<file path="src/logic/hpoc_pkg.sv">
// shared types and constants for the host port and order conversion block
package hpoc_pkg;

   // -------------------------------------------------------------------
   // status byte layout
   // -------------------------------------------------------------------
   localparam int STS_ERR_FREE = 0;
   localparam int STS_IRQ      = 1;
   localparam int STS_READY    = 3;
   localparam logic [7:0] STS_IDLE = 8'h00;

   // -------------------------------------------------------------------
   // order test pattern as written in host-native order
   // -------------------------------------------------------------------
   localparam logic [31:0] PAT_BYTES      = 32'h0f07_0301;
   localparam logic [31:0] PAT_BYTES_INV  = 32'h070f_0103;
   localparam logic [15:0] PAT_WORD       = 16'h0103;
   localparam logic [15:0] PAT_WORD_SWAP  = 16'h0301;
   localparam logic [31:0] PAT_LONG       = 32'h0103_070f;
   localparam logic [31:0] PAT_LONG_HALF  = 32'h070f_0103;
   localparam logic [31:0] PAT_LONG_BYTE  = 32'h0301_0f07;
   localparam logic [31:0] PAT_LONG_BOTH  = 32'h0f07_0301;

   // -------------------------------------------------------------------
   // status indicator timing
   // -------------------------------------------------------------------
   localparam int CLK_KHZ     = 25000;
   localparam int LED_HALF_MS = 250;
   localparam int LED_HALF_CYC = LED_HALF_MS * CLK_KHZ;
   localparam logic [3:0] LED_CODE_NONE = 4'h0;
   localparam logic [3:0] LED_CODE_PAT  = 4'hf;

   // -------------------------------------------------------------------
   // enumerations
   // -------------------------------------------------------------------
   typedef enum logic [1:0] {HPOC_IRQ_LINE, HPOC_IRQ_MEM, HPOC_IRQ_IO} hpoc_irq_t;
   typedef enum logic [1:0] {HPOC_MODE_LINK, HPOC_MODE_DLOAD, HPOC_MODE_NETBOOT} hpoc_mode_t;
   typedef enum logic [1:0] {HPOC_SZ_BYTE, HPOC_SZ_WORD, HPOC_SZ_LONG} hpoc_size_t;
   typedef enum logic [2:0] {
      HPOC_PH_DIAG, HPOC_PH_FATAL, HPOC_PH_WAIT_CFG, HPOC_PH_CFG_ERR, HPOC_PH_RUN
   } hpoc_phase_t;

   // -------------------------------------------------------------------
   // carriers
   // -------------------------------------------------------------------
   typedef struct packed {
      logic inv_a0;
      logic swap_w;
      logic swap_lh;
      logic swap_lb;
   } hpoc_conv_t;

   typedef struct packed {
      logic        valid;
      logic        ok;
      hpoc_mode_t  mode;
      logic        conv_en;
      hpoc_irq_t   method;
      logic [3:0]  err_code;
      logic [23:0] irq_addr;
      logic [7:0]  irq_val;
      logic [31:0] pat_b;
      logic [15:0] pat_w;
      logic [31:0] pat_l;
   } hpoc_cfg_t;

   typedef struct packed {
      logic        valid;
      logic        is_io;
      logic        we;
      hpoc_size_t  size;
      logic [23:0] addr;
      logic [31:0] data;
   } hpoc_mreq_t;

endpackage : hpoc_pkg

</file>
<file path="src/logic/hpoc_pattern.sv">
// derives the order conversion setting from the host test pattern
`timescale 1ns/1ps
module hpoc_pattern (
   // raw pattern as fetched in board order
   input  wire logic [31:0]     pat_b,
   input  wire logic [15:0]     pat_w,
   input  wire logic [31:0]     pat_l,
   // result
   output hpoc_pkg::hpoc_conv_t conv,
   output logic                 ok
);

   logic ok_b;
   logic ok_w;
   logic ok_l;

   always_comb
   begin
      conv    = '0;
      ok_b    = 1'b1;
      ok_w    = 1'b1;
      ok_l    = 1'b1;
      if (pat_b == hpoc_pkg::PAT_BYTES_INV)
         conv.inv_a0 = 1'b1;
      else if (pat_b != hpoc_pkg::PAT_BYTES)
         ok_b = 1'b0;
      if (pat_w == hpoc_pkg::PAT_WORD_SWAP)
         conv.swap_w = 1'b1;
      else if (pat_w != hpoc_pkg::PAT_WORD)
         ok_w = 1'b0;
      unique case (pat_l)
         hpoc_pkg::PAT_LONG:      ok_l = 1'b1;
         hpoc_pkg::PAT_LONG_HALF: conv.swap_lh = 1'b1;
         hpoc_pkg::PAT_LONG_BYTE: conv.swap_lb = 1'b1;
         hpoc_pkg::PAT_LONG_BOTH:
         begin
            conv.swap_lh = 1'b1;
            conv.swap_lb = 1'b1;
         end
         default: ok_l = 1'b0;
      endcase
      ok = ok_b & ok_w & ok_l;
   end

endmodule : hpoc_pattern

</file>
<file path="src/logic/hpoc_swap.sv">
// address and data order conversion for one host memory access
`timescale 1ns/1ps
module hpoc_swap (
   // conversion setting
   input  hpoc_pkg::hpoc_conv_t conv,
   input  wire logic            en,
   input  hpoc_pkg::hpoc_size_t size,
   // access in
   input  wire logic [23:0]     addr_in,
   input  wire logic [31:0]     data_in,
   // access out
   output logic [23:0]          addr_out,
   output logic [31:0]          data_out
);

   function automatic logic [15:0] swap16(input logic [15:0] v);
      swap16 = {v[7:0], v[15:8]};
   endfunction : swap16

   logic [31:0] d;

   always_comb
   begin
      d        = data_in;
      addr_out = addr_in;
      data_out = data_in;
      if (en)
      begin
         unique case (size)
            hpoc_pkg::HPOC_SZ_BYTE: addr_out[0] = addr_in[0] ^ conv.inv_a0;
            hpoc_pkg::HPOC_SZ_WORD:
               if (conv.swap_w)
                  data_out[15:0] = swap16(data_in[15:0]);
            hpoc_pkg::HPOC_SZ_LONG:
            begin
               if (conv.swap_lh)
                  d = {d[15:0], d[31:16]};
               if (conv.swap_lb)
                  d = {swap16(d[31:16]), swap16(d[15:0])};
               data_out = d;
            end
            default: data_out = data_in;
         endcase
      end
   end

endmodule : hpoc_swap

</file>
<file path="src/logic/hpoc_top.sv">
// host port, host bus master and data order conversion of the front-end board
//
// What this block does
// - any host read of the reset port resets the board and restarts diagnostics
// - status bit 0 clears on reset, sets only after a passing self test
// - status bit 1 follows the level bus interrupt, line method only
// - any write to reset port drops the line interrupt and status bit 1, unless a new line request arrives in the same cycle
// - status bit 3 is high while the last mailbox byte is unread
// - write to status port hands a byte to the on-board CPU with interrupt
// - board masters the bus over 16 Mbyte memory, 64K I/O, interrupts host
// - host signalled by I/O write, memory write or line, chosen at configuration
// - no bus I/O cycles unless I/O-mapped host interrupts are selected
// - on-board memory is never visible to the host
// - with conversion enabled, pattern sets conversions for all later host accesses except the address of cpu I/O accesses
// - byte accesses invert host address bit 0 when needed
// - word accesses optionally swap their two bytes
// - longword accesses optionally swap halves, bytes in halves, or both
// - byte conversion covers message contents and every block transfer
// - failed diagnostics hold an error code until reset, else await configuration
// - failed configuration holds an error code until the next reset
// - valid configuration enters one of three operating modes
// - host presets completion code to FF, board overwrites it, zero success
`timescale 1ns/1ps
module hpoc_top #(
   parameter int LED_HALF_CYCLES = hpoc_pkg::LED_HALF_CYC
) (
   // clock and reset
   input  wire logic             sys_clk,
   input  wire logic             resetn,
   // host i/o slave
   input  wire logic             io_rd,
   input  wire logic             io_wr,
   input  wire logic [15:0]      io_addr,
   input  wire logic [7:0]       io_wdata,
   input  wire logic [15:0]      jmp_addr_a,
   input  wire logic [15:0]      jmp_addr_b,
   output logic [7:0]            io_rdata,
   output logic                  io_rdata_oe,
   // on-board cpu side
   input  wire logic             cpu_take,
   input  wire logic             cpu_diag_ok,
   input  wire logic             cpu_diag_fail,
   input  wire logic [3:0]       cpu_fail_code,
   input  hpoc_pkg::hpoc_cfg_t   cpu_cfg,
   input  wire logic             cpu_host_irq,
   input  hpoc_pkg::hpoc_mreq_t  cpu_mreq,
   output logic                  board_rst,
   output logic [7:0]            mbox_byte,
   output logic                  mbox_irq,
   output logic                  mst_done,
   output logic                  mst_err,
   output logic [31:0]           mst_rdata,
   output logic                  running,
   output hpoc_pkg::hpoc_mode_t  run_mode,
   // system bus master
   input  wire logic             bus_ack,
   input  wire logic [31:0]      bus_rdata,
   output logic [23:0]           bus_addr,
   output logic [31:0]           bus_wdata,
   output logic                  bus_mrd,
   output logic                  bus_mwr,
   output logic                  bus_iord,
   output logic                  bus_iowr,
   output logic                  bus_int,
   // status indicator
   output logic                  led,
   output logic [3:0]            led_code
);

   // -------------------------------------------------------------------
   // state
   // -------------------------------------------------------------------
   typedef struct packed {
      logic [7:0]           io_rdata;
      logic                 io_rdata_oe;
      logic                 board_rst;
      logic [7:0]           mbox_byte;
      logic                 mbox_irq;
      logic                 ready;
      logic                 err_free;
      logic                 irq_bit;
      logic                 bus_int;
      hpoc_pkg::hpoc_phase_t phase;
      hpoc_pkg::hpoc_mode_t run_mode;
      logic                 running;
      hpoc_pkg::hpoc_irq_t  method;
      logic                 conv_en;
      hpoc_pkg::hpoc_conv_t conv;
      logic [23:0]          irq_addr;
      logic [7:0]           irq_val;
      logic                 irq_pend;
      logic                 mst_busy;
      logic                 mst_own;
      hpoc_pkg::hpoc_size_t mst_size;
      logic [23:0]          bus_addr;
      logic [31:0]          bus_wdata;
      logic                 bus_mrd;
      logic                 bus_mwr;
      logic                 bus_iord;
      logic                 bus_iowr;
      logic [31:0]          mst_rdata;
      logic                 mst_done;
      logic                 mst_err;
      logic                 led;
      logic [3:0]           led_code;
      logic [23:0]          led_cnt;
   } hpoc_state_t;

   localparam hpoc_state_t ST_RESET = '{
      phase:    hpoc_pkg::HPOC_PH_DIAG,
      run_mode: hpoc_pkg::HPOC_MODE_LINK,
      method:   hpoc_pkg::HPOC_IRQ_LINE,
      mst_size: hpoc_pkg::HPOC_SZ_BYTE,
      led:      1'b1,
      led_code: hpoc_pkg::LED_CODE_NONE,
      default:  '0
   };

   localparam logic [23:0] LED_LAST = 24'(LED_HALF_CYCLES - 1);

   hpoc_state_t st_ff;
   hpoc_state_t nxt_st;

   // -------------------------------------------------------------------
   // conversion helpers
   // -------------------------------------------------------------------
   hpoc_pkg::hpoc_conv_t pat_conv;
   logic                 pat_ok;
   hpoc_pkg::hpoc_size_t req_size;
   logic [23:0]          req_addr;
   logic [31:0]          req_data;
   logic [23:0]          cnv_addr;
   logic [31:0]          cnv_wdata;
   logic [31:0]          cnv_rdata;

   hpoc_pattern u_pattern (
      .pat_b (cpu_cfg.pat_b),
      .pat_w (cpu_cfg.pat_w),
      .pat_l (cpu_cfg.pat_l),
      .conv  (pat_conv),
      .ok    (pat_ok)
   );

   // outbound: converts address and write data of every host access; cpu I/O accesses keep the unconverted address
   hpoc_swap u_swap_out (
      .conv     (st_ff.conv),
      .en       (st_ff.conv_en),
      .size     (req_size),
      .addr_in  (req_addr),
      .data_in  (req_data),
      .addr_out (cnv_addr),
      .data_out (cnv_wdata)
   );

   // inbound: same swap applied to read data, address ignored
   hpoc_swap u_swap_in (
      .conv     (st_ff.conv),
      .en       (st_ff.conv_en),
      .size     (st_ff.mst_size),
      .addr_in  (st_ff.bus_addr),
      .data_in  (bus_rdata),
      .addr_out (),
      .data_out (cnv_rdata)
   );

   // -------------------------------------------------------------------
   // port decode
   // -------------------------------------------------------------------
   logic hit_a;
   logic hit_b;
   logic irq_line_set;
   logic cpu_io_ok;
   logic irq_msg_set;

   // only the two jumpered ports answer, nothing else of the board is mapped
   assign hit_a        = (io_addr == jmp_addr_a);
   assign hit_b        = (io_addr == jmp_addr_b);
   assign irq_line_set = cpu_host_irq && (st_ff.method == hpoc_pkg::HPOC_IRQ_LINE) &&
                         (st_ff.phase == hpoc_pkg::HPOC_PH_RUN);
   assign cpu_io_ok    = (st_ff.method == hpoc_pkg::HPOC_IRQ_IO);
   assign irq_msg_set  = cpu_host_irq && (st_ff.method != hpoc_pkg::HPOC_IRQ_LINE) &&
                         (st_ff.phase == hpoc_pkg::HPOC_PH_RUN);

   // interrupt writes take the bus before cpu traffic
   always_comb
   begin
      if (st_ff.irq_pend)
      begin
         req_size = hpoc_pkg::HPOC_SZ_BYTE;
         req_addr = st_ff.irq_addr;
         req_data = {24'h00_0000, st_ff.irq_val};
      end
      else
      begin
         req_size = cpu_mreq.size;
         req_addr = cpu_mreq.addr;
         req_data = cpu_mreq.data;
      end
   end

   // -------------------------------------------------------------------
   // next state
   // -------------------------------------------------------------------
   always_comb
   begin
      nxt_st             = st_ff;
      nxt_st.io_rdata_oe = 1'b0;
      nxt_st.io_rdata    = hpoc_pkg::STS_IDLE;
      nxt_st.board_rst   = 1'b0;
      nxt_st.mst_done    = 1'b0;
      nxt_st.mst_err     = 1'b0;

      // host reads: status port returns the live status byte
      if (io_rd && hit_b)
      begin
         nxt_st.io_rdata_oe                    = 1'b1;
         nxt_st.io_rdata[hpoc_pkg::STS_ERR_FREE] = st_ff.err_free;
         nxt_st.io_rdata[hpoc_pkg::STS_IRQ]      = st_ff.irq_bit;
         nxt_st.io_rdata[hpoc_pkg::STS_READY]    = st_ff.ready;
      end
      else if (io_rd && hit_a)
         nxt_st.io_rdata_oe = 1'b1;

      // mailbox: ready bit set wins over the cpu taking the byte
      if (cpu_take)
      begin
         nxt_st.ready    = 1'b0;
         nxt_st.mbox_irq = 1'b0;
      end
      if (io_wr && hit_b)
      begin
         nxt_st.mbox_byte = io_wdata;
         nxt_st.mbox_irq  = 1'b1;
         nxt_st.ready     = 1'b1;
      end

      // line interrupt: a new request in the ack cycle stays asserted
      if (io_wr && hit_a)
      begin
         nxt_st.bus_int = 1'b0;
         nxt_st.irq_bit = 1'b0;
      end
      if (irq_line_set)
      begin
         nxt_st.bus_int = 1'b1;
         nxt_st.irq_bit = 1'b1;
      end
      if (irq_msg_set)
         nxt_st.irq_pend = 1'b1;

      // initialization phases
      unique case (st_ff.phase)
         hpoc_pkg::HPOC_PH_DIAG:
         begin
            nxt_st.led = 1'b1;
            if (cpu_diag_fail)
            begin
               nxt_st.phase    = hpoc_pkg::HPOC_PH_FATAL;
               nxt_st.led_code = cpu_fail_code;
            end
            else if (cpu_diag_ok)
            begin
               nxt_st.phase    = hpoc_pkg::HPOC_PH_WAIT_CFG;
               nxt_st.err_free = 1'b1;
            end
         end
         hpoc_pkg::HPOC_PH_WAIT_CFG:
            if (cpu_cfg.valid)
            begin
               if (!cpu_cfg.ok)
               begin
                  nxt_st.phase    = hpoc_pkg::HPOC_PH_CFG_ERR;
                  nxt_st.led_code = cpu_cfg.err_code;
               end
               else if (cpu_cfg.conv_en && !pat_ok)
               begin
                  nxt_st.phase    = hpoc_pkg::HPOC_PH_CFG_ERR;
                  nxt_st.led_code = hpoc_pkg::LED_CODE_PAT;
               end
               else
               begin
                  nxt_st.phase    = hpoc_pkg::HPOC_PH_RUN;
                  nxt_st.run_mode = cpu_cfg.mode;
                  nxt_st.method   = cpu_cfg.method;
                  nxt_st.irq_addr = cpu_cfg.irq_addr;
                  nxt_st.irq_val  = cpu_cfg.irq_val;
                  nxt_st.conv_en  = cpu_cfg.conv_en;
                  nxt_st.conv     = cpu_cfg.conv_en ? pat_conv : '0;
               end
            end
         // error phases and the run phase are left only through a board reset
         hpoc_pkg::HPOC_PH_FATAL,
         hpoc_pkg::HPOC_PH_CFG_ERR,
         hpoc_pkg::HPOC_PH_RUN: nxt_st.phase = st_ff.phase;
         default: nxt_st.phase = hpoc_pkg::HPOC_PH_DIAG;
      endcase

      // indicator: steady during diagnostics, blinking otherwise
      if (st_ff.phase != hpoc_pkg::HPOC_PH_DIAG)
      begin
         if (st_ff.led_cnt >= LED_LAST)
         begin
            nxt_st.led_cnt = '0;
            nxt_st.led     = ~st_ff.led;
         end
         else
            nxt_st.led_cnt = st_ff.led_cnt + 24'h00_0001;
      end

      // bus master: one access at a time, no timeout on a missing ack
      if (!st_ff.mst_busy)
      begin
         if (st_ff.irq_pend)
         begin
            // a request in the launch cycle stays pending, set wins
            nxt_st.irq_pend  = irq_msg_set;
            nxt_st.mst_busy  = 1'b1;
            nxt_st.mst_own   = 1'b1;
            nxt_st.mst_size  = req_size;
            nxt_st.bus_addr  = cnv_addr;
            nxt_st.bus_wdata = cnv_wdata;
            nxt_st.bus_mwr   = (st_ff.method == hpoc_pkg::HPOC_IRQ_MEM);
            nxt_st.bus_iowr  = (st_ff.method == hpoc_pkg::HPOC_IRQ_IO);
         end
         else if (cpu_mreq.valid && cpu_mreq.is_io && !cpu_io_ok)
            nxt_st.mst_err = 1'b1;
         else if (cpu_mreq.valid)
         begin
            nxt_st.mst_busy  = 1'b1;
            nxt_st.mst_own   = 1'b0;
            nxt_st.mst_size  = req_size;
            nxt_st.bus_wdata = cnv_wdata;
            if (cpu_mreq.is_io)
            begin
               nxt_st.bus_addr = {8'h00, req_addr[15:0]};
               nxt_st.bus_iord = !cpu_mreq.we;
               nxt_st.bus_iowr = cpu_mreq.we;
            end
            else
            begin
               nxt_st.bus_addr = cnv_addr;
               nxt_st.bus_mrd  = !cpu_mreq.we;
               nxt_st.bus_mwr  = cpu_mreq.we;
            end
         end
      end
      else if (bus_ack)
      begin
         nxt_st.mst_busy = 1'b0;
         nxt_st.bus_mrd  = 1'b0;
         nxt_st.bus_mwr  = 1'b0;
         nxt_st.bus_iord = 1'b0;
         nxt_st.bus_iowr = 1'b0;
         if (!st_ff.mst_own)
         begin
            nxt_st.mst_done  = 1'b1;
            nxt_st.mst_rdata = cnv_rdata;
         end
      end

      // a read of the reset port overrides everything else
      if (io_rd && hit_a)
      begin
         nxt_st             = ST_RESET;
         nxt_st.board_rst   = 1'b1;
         nxt_st.io_rdata_oe = 1'b1;
      end
      // own flop so the pin carries no decode
      nxt_st.running = (nxt_st.phase == hpoc_pkg::HPOC_PH_RUN);
   end

   // -------------------------------------------------------------------
   // registers
   // -------------------------------------------------------------------
   always_ff @(posedge sys_clk)
   begin
      if (!resetn)
         st_ff <= ST_RESET;
      else
         st_ff <= nxt_st;
   end

   // -------------------------------------------------------------------
   // outputs
   // -------------------------------------------------------------------
   assign io_rdata    = st_ff.io_rdata;
   assign io_rdata_oe = st_ff.io_rdata_oe;
   assign board_rst   = st_ff.board_rst;
   assign mbox_byte   = st_ff.mbox_byte;
   assign mbox_irq    = st_ff.mbox_irq;
   assign mst_done    = st_ff.mst_done;
   assign mst_err     = st_ff.mst_err;
   assign mst_rdata   = st_ff.mst_rdata;
   assign running     = st_ff.running;
   assign run_mode    = st_ff.run_mode;
   assign bus_addr    = st_ff.bus_addr;
   assign bus_wdata   = st_ff.bus_wdata;
   assign bus_mrd     = st_ff.bus_mrd;
   assign bus_mwr     = st_ff.bus_mwr;
   assign bus_iord    = st_ff.bus_iord;
   assign bus_iowr    = st_ff.bus_iowr;
   assign bus_int     = st_ff.bus_int;
   assign led         = st_ff.led;
   assign led_code    = st_ff.led_code;

endmodule : hpoc_top

</file>
<file path="config.mk">
export PLATFORM = sky130hd
export DESIGN_NAME = hpoc_top
export DESIGN_NICKNAME = d
export VERILOG_FILES = /design/src/logic/hpoc_pkg.sv /design/src/logic/hpoc_pattern.sv /design/src/logic/hpoc_swap.sv /design/src/logic/hpoc_top.sv
export SDC_FILE = /design/constraint.sdc
export NUM_CORES = 1
export LEC_CHECK = 0
export BUFFER_PORTS_ARGS = -buffer_cell sky130_fd_sc_hd__buf_2
export CAP_MARGIN = 20
export CORE_MARGIN = 2
export CORE_UTILIZATION = 53
export CTS_BUF_LIST = sky130_fd_sc_hd__clkbuf_8
export DETAILED_ROUTE_END_ITERATION = 10
export HOLD_SLACK_MARGIN = 0.1
export PLACE_DENSITY = 0.94
export SLEW_MARGIN = 20
export SYNTH_ARGS = -nofsm -noshare
export SYNTH_HDL_FRONTEND = slang
export SYNTH_HIERARCHICAL = 1
export SYNTH_SLANG_ARGS = --single-unit
</file>
<file path="constraint.sdc">
create_clock -name sys_clk -period 3.4 [get_ports sys_clk]
set_input_delay 0.68 -clock sys_clk [delete_from_list [all_inputs] [get_ports sys_clk]]
set_output_delay 0.68 -clock sys_clk [all_outputs]
set_load 0.02 [all_outputs]
</file>
==> run summary, run 1 <==
CP endpoint kind - register
P&R area growth vs syn - 13.1%
initial DRC count - 1,344
multi-input logic area - 6850 um2
CTS resizes - 0
slew at the pin closest to its max-slew limit - 1.04 ns
max_cap viols - 0
Post-Syn Instances - 1,590
core area - 22,700 um2
Max Fclk - 0.367 GHz
Min-Delay Path Class - input pin to register
via count - 12,200
Final Hold Vio Count - 0
first-pass GRT wire length - 56,100 um
CP Data Required Time - 3.79 ns
CTS tree - done
CTS Hold Bufs - 0
Area after DPL - 13,500 um2
critical path's slowest cell - nor3_1
number of post-CTS setup repair buffers - 0
Slew HR - 30.4%
design area - 13,900 um2
vias in the first global route - 11,500
Final ANT Viol Nets - 0
Fill cells - 1,943
GRT Util Overall - 28.2%
RePlAce Congestion - 0.933
Setup TNS Final - 0 ns
DR vias/cell - 5.83
CP peak stage delay - 0.33 ns
post-synthesis cell area - 12,300 um2
Slew Viols, Final - 0
Final Critical Period - 2.73 ns
GRT overflow - 0
H-tree depth - 4
clock share of power - 34.3%
commonest non-fill, non-tap cell in the layout - buf_2
skew final - 0.0205 ns
Net count, final - 2,088
Leak - 5.88 nW
antenna violations before repair - 6
Clk pin slew, worst setup/hold paths - 0.10 ns
final hold slack - 0.448 ns
power per cell area - 344 nW/um2
Tcrit/Tclk final - 80.2%
worst-case clock buffer depth - 2
remaining routing DRC violations - 0
CP Cell Sequence - buf_2 -> nor4b_1 -> nand4_1 -> nor3_1 -> and3_1 -> nand2b_1 -> nand4b_1 -> nor3b_2 -> buf_12 -> nand3_1 -> a21oi_1
Pwr Total - 4.79 mW
Worst VDD drop - 0.000214 V
P_sw - 1.40 mW
largest net degree at the start of global routing - 66
Post-Layout Cell Count - 2,099
clock root cell - clkbuf_8
crit path max fanout - 42
Synth Area per Inst - 7.74 um2
CP bufs+invs - 2
Site Rows - 55
clock sinks - 189
starting density of the core - 54.2%
Placed Cells - 2,062
Syn. warnings - 6
Die X - 156 um
Worst EP arrival - 3.12 ns
total CTS buffers - 17
die area - 24,500 um2
Detailed Route WL - 36,300 um
Sw Share - 29.3%
Register Area - 3790 um2
IO buf count - 401
startpoint types - input pin
CP top delay family - simple AND/OR/NAND/NOR gates
cell internal pwr - 3.39 mW
Sequential Power Share - 48.2%
status - complete, no violations
chip height - 156 um
Comb pwr share - 17.4%
Setup CP Type - input pin to register
layout cells sized above 1 - 30.1%
insertion delay to the later sink of the worst-skew pair - 0.47 ns
iteration count of the initial detailed-routing pass - 7
final setup vio count - 0
routed len/inst - 17.3 um
most frequent cells in the layout - buf_2 (401), nand2_1 (321), dfxtp_1 (185)
IO Count - 407
dpl hpwl - 27,200 um
RSZ-0062 raised after global routing - no
worst paths after layout:
path                                             endpoint  depth (start not counted)  slack, ns                 startpoint
worst min register to register  mst_rdata[8]$_SDFFE_PP0P_                          2       0.46  mst_rdata[8]$_SDFFE_PP0P_
worst max register to register   bus_addr[7]$_SDFFE_PP0P_                          7       0.90      st_ff[127]$_SDFF_PP0_
worst min-delay path              st_ff[149]$_SDFFE_PP0P_                          3       0.45               cpu_cfg[101]
worst max-delay path              st_ff[162]$_SDFFE_PP0P_                         11       0.67                cpu_cfg[35]
state kept, by name (all words and copies together) (netlist names), 2 cells and up:
register   flops
led_code       4
io_rdata       3
mbox_byte      8
mst_rdata     32
bus_addr      24
bus_wdata     32
st_ff         73
run_mode       2
layer usage:
layer | up-vias | track usage, % | wire length (um)
met1 | 5709 | 32.8 | 14300
li1 | 5803 | - | -
met5 | - | 0 | 0
met4 | 0 | 15.6 | 1510
met2 | 624 | 48.7 | 17800
met3 | 102 | 5.57 | 2700
power by group through the flow:
stage / sequential (mW) / clock [mW] / combinational, mW
3_5_place_dp: 2.36 / 0 / 0.819
4_1_cts: 2.31 / 1.68 / 0.825
3_3_place_gp: 2.36 / 0 / 0.791
6_report: 2.31 / 1.65 / 0.835
5_1_grt: 2.32 / 1.76 / 0.905
2_1_floorplan: 2.35 / 0 / 0.557
stage by stage:
stage | utilization (%) | setup WS, ns
after floorplan | - | 0.550
after global routing | 61.3 | 0.505
final | 61.3 | 0.672
after detailed placement | 59.3 | 0.152
after global placement | 59.3 | 0.211
after CTS | 61.3 | 0.661
final cells by class:
cell class | count | share of cell area, %
diodes | 5 | 0.0898
clock buffers | 17 | 1.68
clock inverters | 15 | 1.46
inverters | 58 | 1.56
multi-input cells | 1107 | 49.2
flip-flops and latches | 189 | 27.2
well taps | 285 | 2.56
repair buffers | 423 | 16.2
tightest hold or removal path: cells and delay by family:
family | cells | cell delay, ns
compound gates | 1 | 0.05
buf+inv | 1 | 0.09
simple gates | 1 | 0.05
(Power assumes the default switching activity.)
==> run 2: changes to the inputs <==
Settings changed: CORE_UTILIZATION 53 to 48, PLACE_DENSITY 0.94 to 0.9.
Clock period 3.4 ns to 2.2 ns, I/O delays scaled along.
==> run 2 against run 1 <==
Effect of this change:
- first-iteration DRC count fell by 1.9%
- clock power up 57%
- via count grew 2.7%
- count of clock-buffer cells in the layout did not move
- highest routed layer unchanged
- critical path type unchanged
- the run now ends with setup timing left
- routed wire length increased by 8.7%
- power grew 58%
- global-route usage is 0.56 points lower
- register-to-register slack lost 0.83 ns
- hold slack worse by 0.27 ns
- critical path depth unchanged
- critical endpoint is now st_ff[163]$_SDFFE_PP0P_
==> run summary, run 2 (same netlist as run 1, synthesis figures left out) <==
status - finished with violations
failing checks - setup timing
hold path endpoint - st_ff[135]$_SDFFE_PP0P_
core area - 25,200 um2
hold path start - cpu_cfg[87]
routed len/inst - 17.9 um
commonest non-fill, non-tap cell in the layout - buf_2
CP peak stage delay - 0.54 ns
clock share of power - 34.3%
dpl hpwl - 29,600 um
initial DRC count - 1,318
Area after DPL - 14,100 um2
RR Endpoint - bus_wdata[5]$_SDFFE_PP0P_
IO buf count - 401
CP Cell Sequence - buf_6 -> or4_4 -> nor4_4 -> and3_1 -> nand2b_4 -> nand4b_1 -> nor3b_4 -> buf_6 -> clkbuf_16 -> nand3_2 -> a21oi_1
largest net degree at the start of global routing - 64
CP Data Required Time - 2.61 ns
Slew Viols, Final - 0
die area - 27,000 um2
Slew HR - 49.3%
insertion delay to the later sink of the worst-skew pair - 0.49 ns
antenna violations before repair - 9
GRT overflow - 0
slew at the pin closest to its max-slew limit - 0.758 ns
Worst VDD drop - 0.000392 V
H-tree depth - 4
Sequential Power Share - 47.2%
WHS Path Cells - 3
CP top delay family - simple AND/OR/NAND/NOR gates
crit path max fanout - 9
worst-case clock buffer depth - 2
skew final - 0.0188 ns
Sw Share - 29.8%
Net count, final - 2,147
cell internal pwr - 5.30 mW
first-pass GRT wire length - 58,900 um
CP endpoint kind - register
Site Rows - 58
DR vias/cell - 5.70
R2R Path Start - st_ff[127]$_SDFF_PP0_
P&R area growth vs syn - 20.2%
starting density of the core - 48.9%
layout cells sized above 1 - 34.2%
Setup CP Type - input pin to register
P_sw - 2.25 mW
Reg with most FFs - st_ff
Final Hold Vio Count - 0
power per cell area - 511 nW/um2
final hold slack - 0.182 ns
most frequent CP cell - buf_6
startpoint types - input pin
Die X - 164 um
clock root cell - clkbuf_8
RePlAce Congestion - 0.976
Clk pin slew, worst setup/hold paths - 0.11 ns
Min-Delay Path Class - input pin to register
most frequent cells in the layout - buf_2 (400), nand2_1 (318), dfxtp_1 (185)
via count - 12,600
total CTS buffers - 17
Final Critical Period - 2.23 ns
GRT Util Overall - 27.7%
Leak - 6.30 nW
final setup vio count - 2
r2r setup slk - 0.07 ns
Max Fclk - 0.449 GHz
CTS tree - done
reg2reg path depth - 7
CP bufs+invs - 3
clock sinks - 189
vias in the first global route - 11,700
Tcrit/Tclk final - 101%
iteration count of the initial detailed-routing pass - 6
design area - 14,800 um2
setup ws final - -0.0253 ns
IO Count - 407
RSZ-0062 raised after global routing - yes
Detailed Route WL - 39,500 um
Final ANT Viol Nets - 0
critical path's slowest cell - or4_4
number of flip-flops under the largest register name - 73
Worst EP arrival - 2.64 ns
Comb pwr share - 18.4%
max_cap viols - 0
chip height - 164 um
remaining routing DRC violations - 0
[run 2: layout make-up]
type,instances,area [um2]
Fill cell,2196,10400
Multi-Input combinational cell,1107,7030
Sequential cell,189,3790
Timing Repair Buffer,482,2890
Tap cell,330,413
Clock buffer,17,234
Inverter,58,218
Clock inverter,14,198
Antenna cell,9,22.5
[run 2: through the flow]
stage | utilization, % | instances | power [mW] | TNS, ns | worst slack (ns)
after CTS | 57.9 | 2192 | 7.56 | -0.0329 | -0.0193
after global routing | 58.8 | 2206 | 7.84 | -2.46 | -0.104
final | 58.8 | 2206 | 7.56 | -0.0346 | -0.0253
after floorplan | - | 1594 | 4.50 | -3.20 | -0.0864
after global placement | 56.0 | 2159 | 4.96 | -19.18 | -0.499
after detailed placement | 56.0 | 2159 | 5.00 | -23.96 | -0.590
[run 2: what timing repair did]
action,CTS,global route
setup endpoints to repair,14,69
cloned,1,1
buffers inserted,1,4
resized for setup,5,37
pin swaps,5,4
endpoints found under the hold margin,0,0
hold buffers,0,0
[run 2: power groups by stage]
stage                     Sequential, mW  Clock, mW  Combinational, mW
after global routing                3.58       2.76               1.50
after floorplan                     3.63          0              0.864
after global placement              3.64          0               1.31
after detailed placement            3.65          0               1.35
after CTS                           3.57       2.63               1.36
final                               3.57       2.59               1.39
[run 2: worst register-to-register path: stages (launching register included)]
cell and delay, ns:
dfxtp_4 0.46, buf_6 0.17, mux2_2 0.42, mux2_1 0.32, a22o_1 0.24, a221o_1 0.29
nand2_1 0.07, a21oi_1 0.05
[run 2: worst max-delay path by stage]
stage,from,end,cells after the start
3_5_place_dp,cpu_cfg[58],st_ff[161]$_SDFFE_PP0P_,12
5_1_grt,cpu_cfg[69],st_ff[163]$_SDFFE_PP0P_,11
3_3_place_gp,cpu_cfg[51],st_ff[160]$_SDFFE_PP0P_,12
6_report,cpu_cfg[69],st_ff[163]$_SDFFE_PP0P_,11
4_1_cts,cpu_cfg[69],st_ff[161]$_SDFFE_PP0P_,11
2_1_floorplan,cpu_cfg[69],st_ff[136]$_SDFFE_PP0P_,9
[run 2: per-layer routing]
metal | global-route usage [%] | part of all wire (%)
met1 | 32.8 | 39
met2 | 46.5 | 48
met3 | 4.67 | 7.4
met4 | 17.2 | 5.4
met5 | 0 | 0
==> run 3: changes to the inputs <==
Settings changed: CELL_PAD_IN_SITES_DETAIL_PLACEMENT from default to 2, CELL_PAD_IN_SITES_GLOBAL_PLACEMENT from default to 2, CORE_UTILIZATION 48 to 26, PLACE_DENSITY 0.9 to default, PLACE_DENSITY_LB_ADDON from default to 0.1.
==> run 3 against run 2 <==
Effect of this change:
- the flow finishes with violations (DRC, setup timing)
- hold slack lost 0.028 ns
- clock skew grew 0.0074 ns
- fmax is essentially flat
- clock power grew 2%
- via count shrank 0.50%
- die area grew 82%
- cell area grew 6.2%
- routed wire length grew 31%
- sequential share of layout area shrank 1.5 points
- non-clock buffer count grew 50
- core utilization shrank 25 points
- critical endpoint is now st_ff[133]$_SDFFE_PP0P_
- highest routed layer is now met5
==> run summary, run 3 (same netlist as run 1, synthesis figures left out) <==
status - finished with violations
failing checks - DRC, setup timing
Slew Viols, Final - 0
first-pass GRT wire length - 78,300 um
largest net degree at the start of global routing - 42
CTS tree - done
Fill cells - 5,477
layout cells sized above 1 - 33.8%
Area after DPL - 14,500 um2
H-tree depth - 4
skew final - 0.0263 ns
initial DRC count - 431
die area - 49,100 um2
CP peak stage delay - 0.54 ns
Max Fclk - 0.450 GHz
Clk pin slew, worst setup/hold paths - 0.12 ns
P&R area growth vs syn - 27.6%
clock root cell - clkbuf_8
Register Area - 3790 um2
power per cell area - 492 nW/um2
slew at the pin closest to its max-slew limit - 0.765 ns
cell internal pwr - 5.18 mW
Setup CP Type - input pin to register
Place WS - -0.690 ns
IO Count - 407
Slew HR - 49.0%
iteration count of the initial detailed-routing pass - 7
most frequent cells in the layout - buf_2 (400), nand2_1 (314), dfxtp_1 (185)
total CTS buffers - 17
dpl hpwl - 39,600 um
chip height - 222 um
multi-input logic area - 7070 um2
insertion delay to the later sink of the worst-skew pair - 0.58 ns
Net count, final - 2,197
DR vias/cell - 4.94
Tcrit/Tclk final - 101%
Sequential Power Share - 46.2%
Sw Share - 33.0%
GRT overflow - 0
crit path max fanout - 11
Final Critical Period - 2.22 ns
Worst EP arrival - 2.74 ns
Setup TNS Final - -0.0578 ns
CP Cell Sequence - buf_6 -> or4_4 -> nor4_4 -> and3_4 -> nand2b_4 -> nand4b_1 -> nor3b_4 -> buf_6 -> buf_16 -> nand2_1 -> a21oi_2
setup ws final - -0.0231 ns
startpoint types - input pin
clock sinks - 189
worst-case clock buffer depth - 2
critical path's slowest cell - or4_4
routed len/inst - 20.4 um
RePlAce Congestion - 0.806
Final Hold Vio Count - 0
max_cap viols - 0
Leak - 6.55 nW
final setup vio count - 5
most frequent CP cell - buf_6
number of flip-flops under the largest register name - 73
GRT Util Overall - 20.7%
IO buf count - 401
via count - 12,500
starting density of the core - 26.4%
CP Data Required Time - 2.71 ns
P_sw - 2.55 mW
core area - 46,700 um2
RSZ-0062 raised after global routing - yes
remaining routing DRC violations - 14
Layout Utilization - 33.7%
Detailed Route WL - 51,600 um
commonest non-fill, non-tap cell in the layout - buf_2
Reg with most FFs - st_ff
antenna violations before repair - 18
Comb pwr share - 19.5%
vias in the first global route - 13,600
clock share of power - 34.3%
Min-Delay Path Class - input pin to register
Site Rows - 79
CP endpoint kind - register
Final ANT Viol Nets - 0
Worst VDD drop - 0.000317 V
design area - 15,700 um2
Die X - 222 um
## run 3: cell count changes in the layout (fill, tap and decap cells not counted), sizes merged, moves of 2 or more
cell / previous run / this run
dlygate4sd3: 0 / 43
buf: 481 / 487
bufinv: 3 / 1
clkinv: 2 / 4
inv: 66 / 68
## run 3: per-stage QoR
stage | hold WS [ns] | total power [mW] | instances
finish | 0.155 | 7.73 | 2535
global route | 0.122 | 8.15 | 2533
CTS | 0.106 | 7.88 | 2520
detailed placement | 0.447 | 5.09 | 2442
global placement | 0.438 | 5.05 | 2442
floorplan | 0.431 | 4.50 | 1594
## run 3: what timing repair did
action / CTS / global route
gates resized for setup: 7 / 42
pin swaps: 3 / 10
setup endpoints to repair: 14 / 56
hold buffers: 43 / 0
cloned: 1 / 3
setup buffers: 2 / 2
endpoints found under the hold margin: 43 / 0
## run 3: worst paths after layout
path	start	endpoint	slack (ns)	depth (start not counted)
hold reg to reg	mst_rdata[12]$_SDFFE_PP0P_	mst_rdata[12]$_SDFFE_PP0P_	0.46	2
setup reg to reg	st_ff[127]$_SDFF_PP0_	bus_wdata[14]$_SDFFE_PP0P_	0.08	7
setup / recovery	cpu_cfg[69]	st_ff[133]$_SDFFE_PP0P_	-0.02	11
hold / removal	cpu_cfg[93]	st_ff[141]$_SDFFE_PP0P_	0.15	3
## run 3: cell type report
class	instances	area share (%)
sequential	189	24.1
clock inverter	15	1.21
multi-input combinational	1107	45.0
inverter	58	1.39
timing repair buffer	532	21.8
antenna	10	0.159
tap	607	4.83
clock buffer	17	1.49
## run 3: power by group through the flow
| stage | Clock, mW | Sequential, mW | Combinational (mW) |
|---|---|---|---|
| 3_3_place_gp | 0 | 3.65 | 1.40 |
| 5_1_grt | 2.91 | 3.59 | 1.66 |
| 6_report | 2.65 | 3.57 | 1.51 |
| 2_1_floorplan | 0 | 3.63 | 0.864 |
| 3_5_place_dp | 0 | 3.65 | 1.44 |
| 4_1_cts | 2.79 | 3.58 | 1.52 |
## run 3: layer usage
layer / share of wire (%) / wire, um / up-vias / GRT usage [%]
met3: 4.8 / 2480 / 62 / 5.08
li1: - / - / 6029 / -
met4: 1.7 / 891 / 12 / 6.26
met5: 0.15 / 78 / - / 0
met2: 53 / 27200 / 233 / 38.8
met1: 41 / 21000 / 6175 / 22.9
## run 3: worst max-delay path: cells and delay by family
| kind | cells | cell delay [ns] |
|---|---|---|
| compound gates | 1 | 0.13 |
| simple gates | 7 | 1.76 |
| buf+inv | 3 | 0.42 |
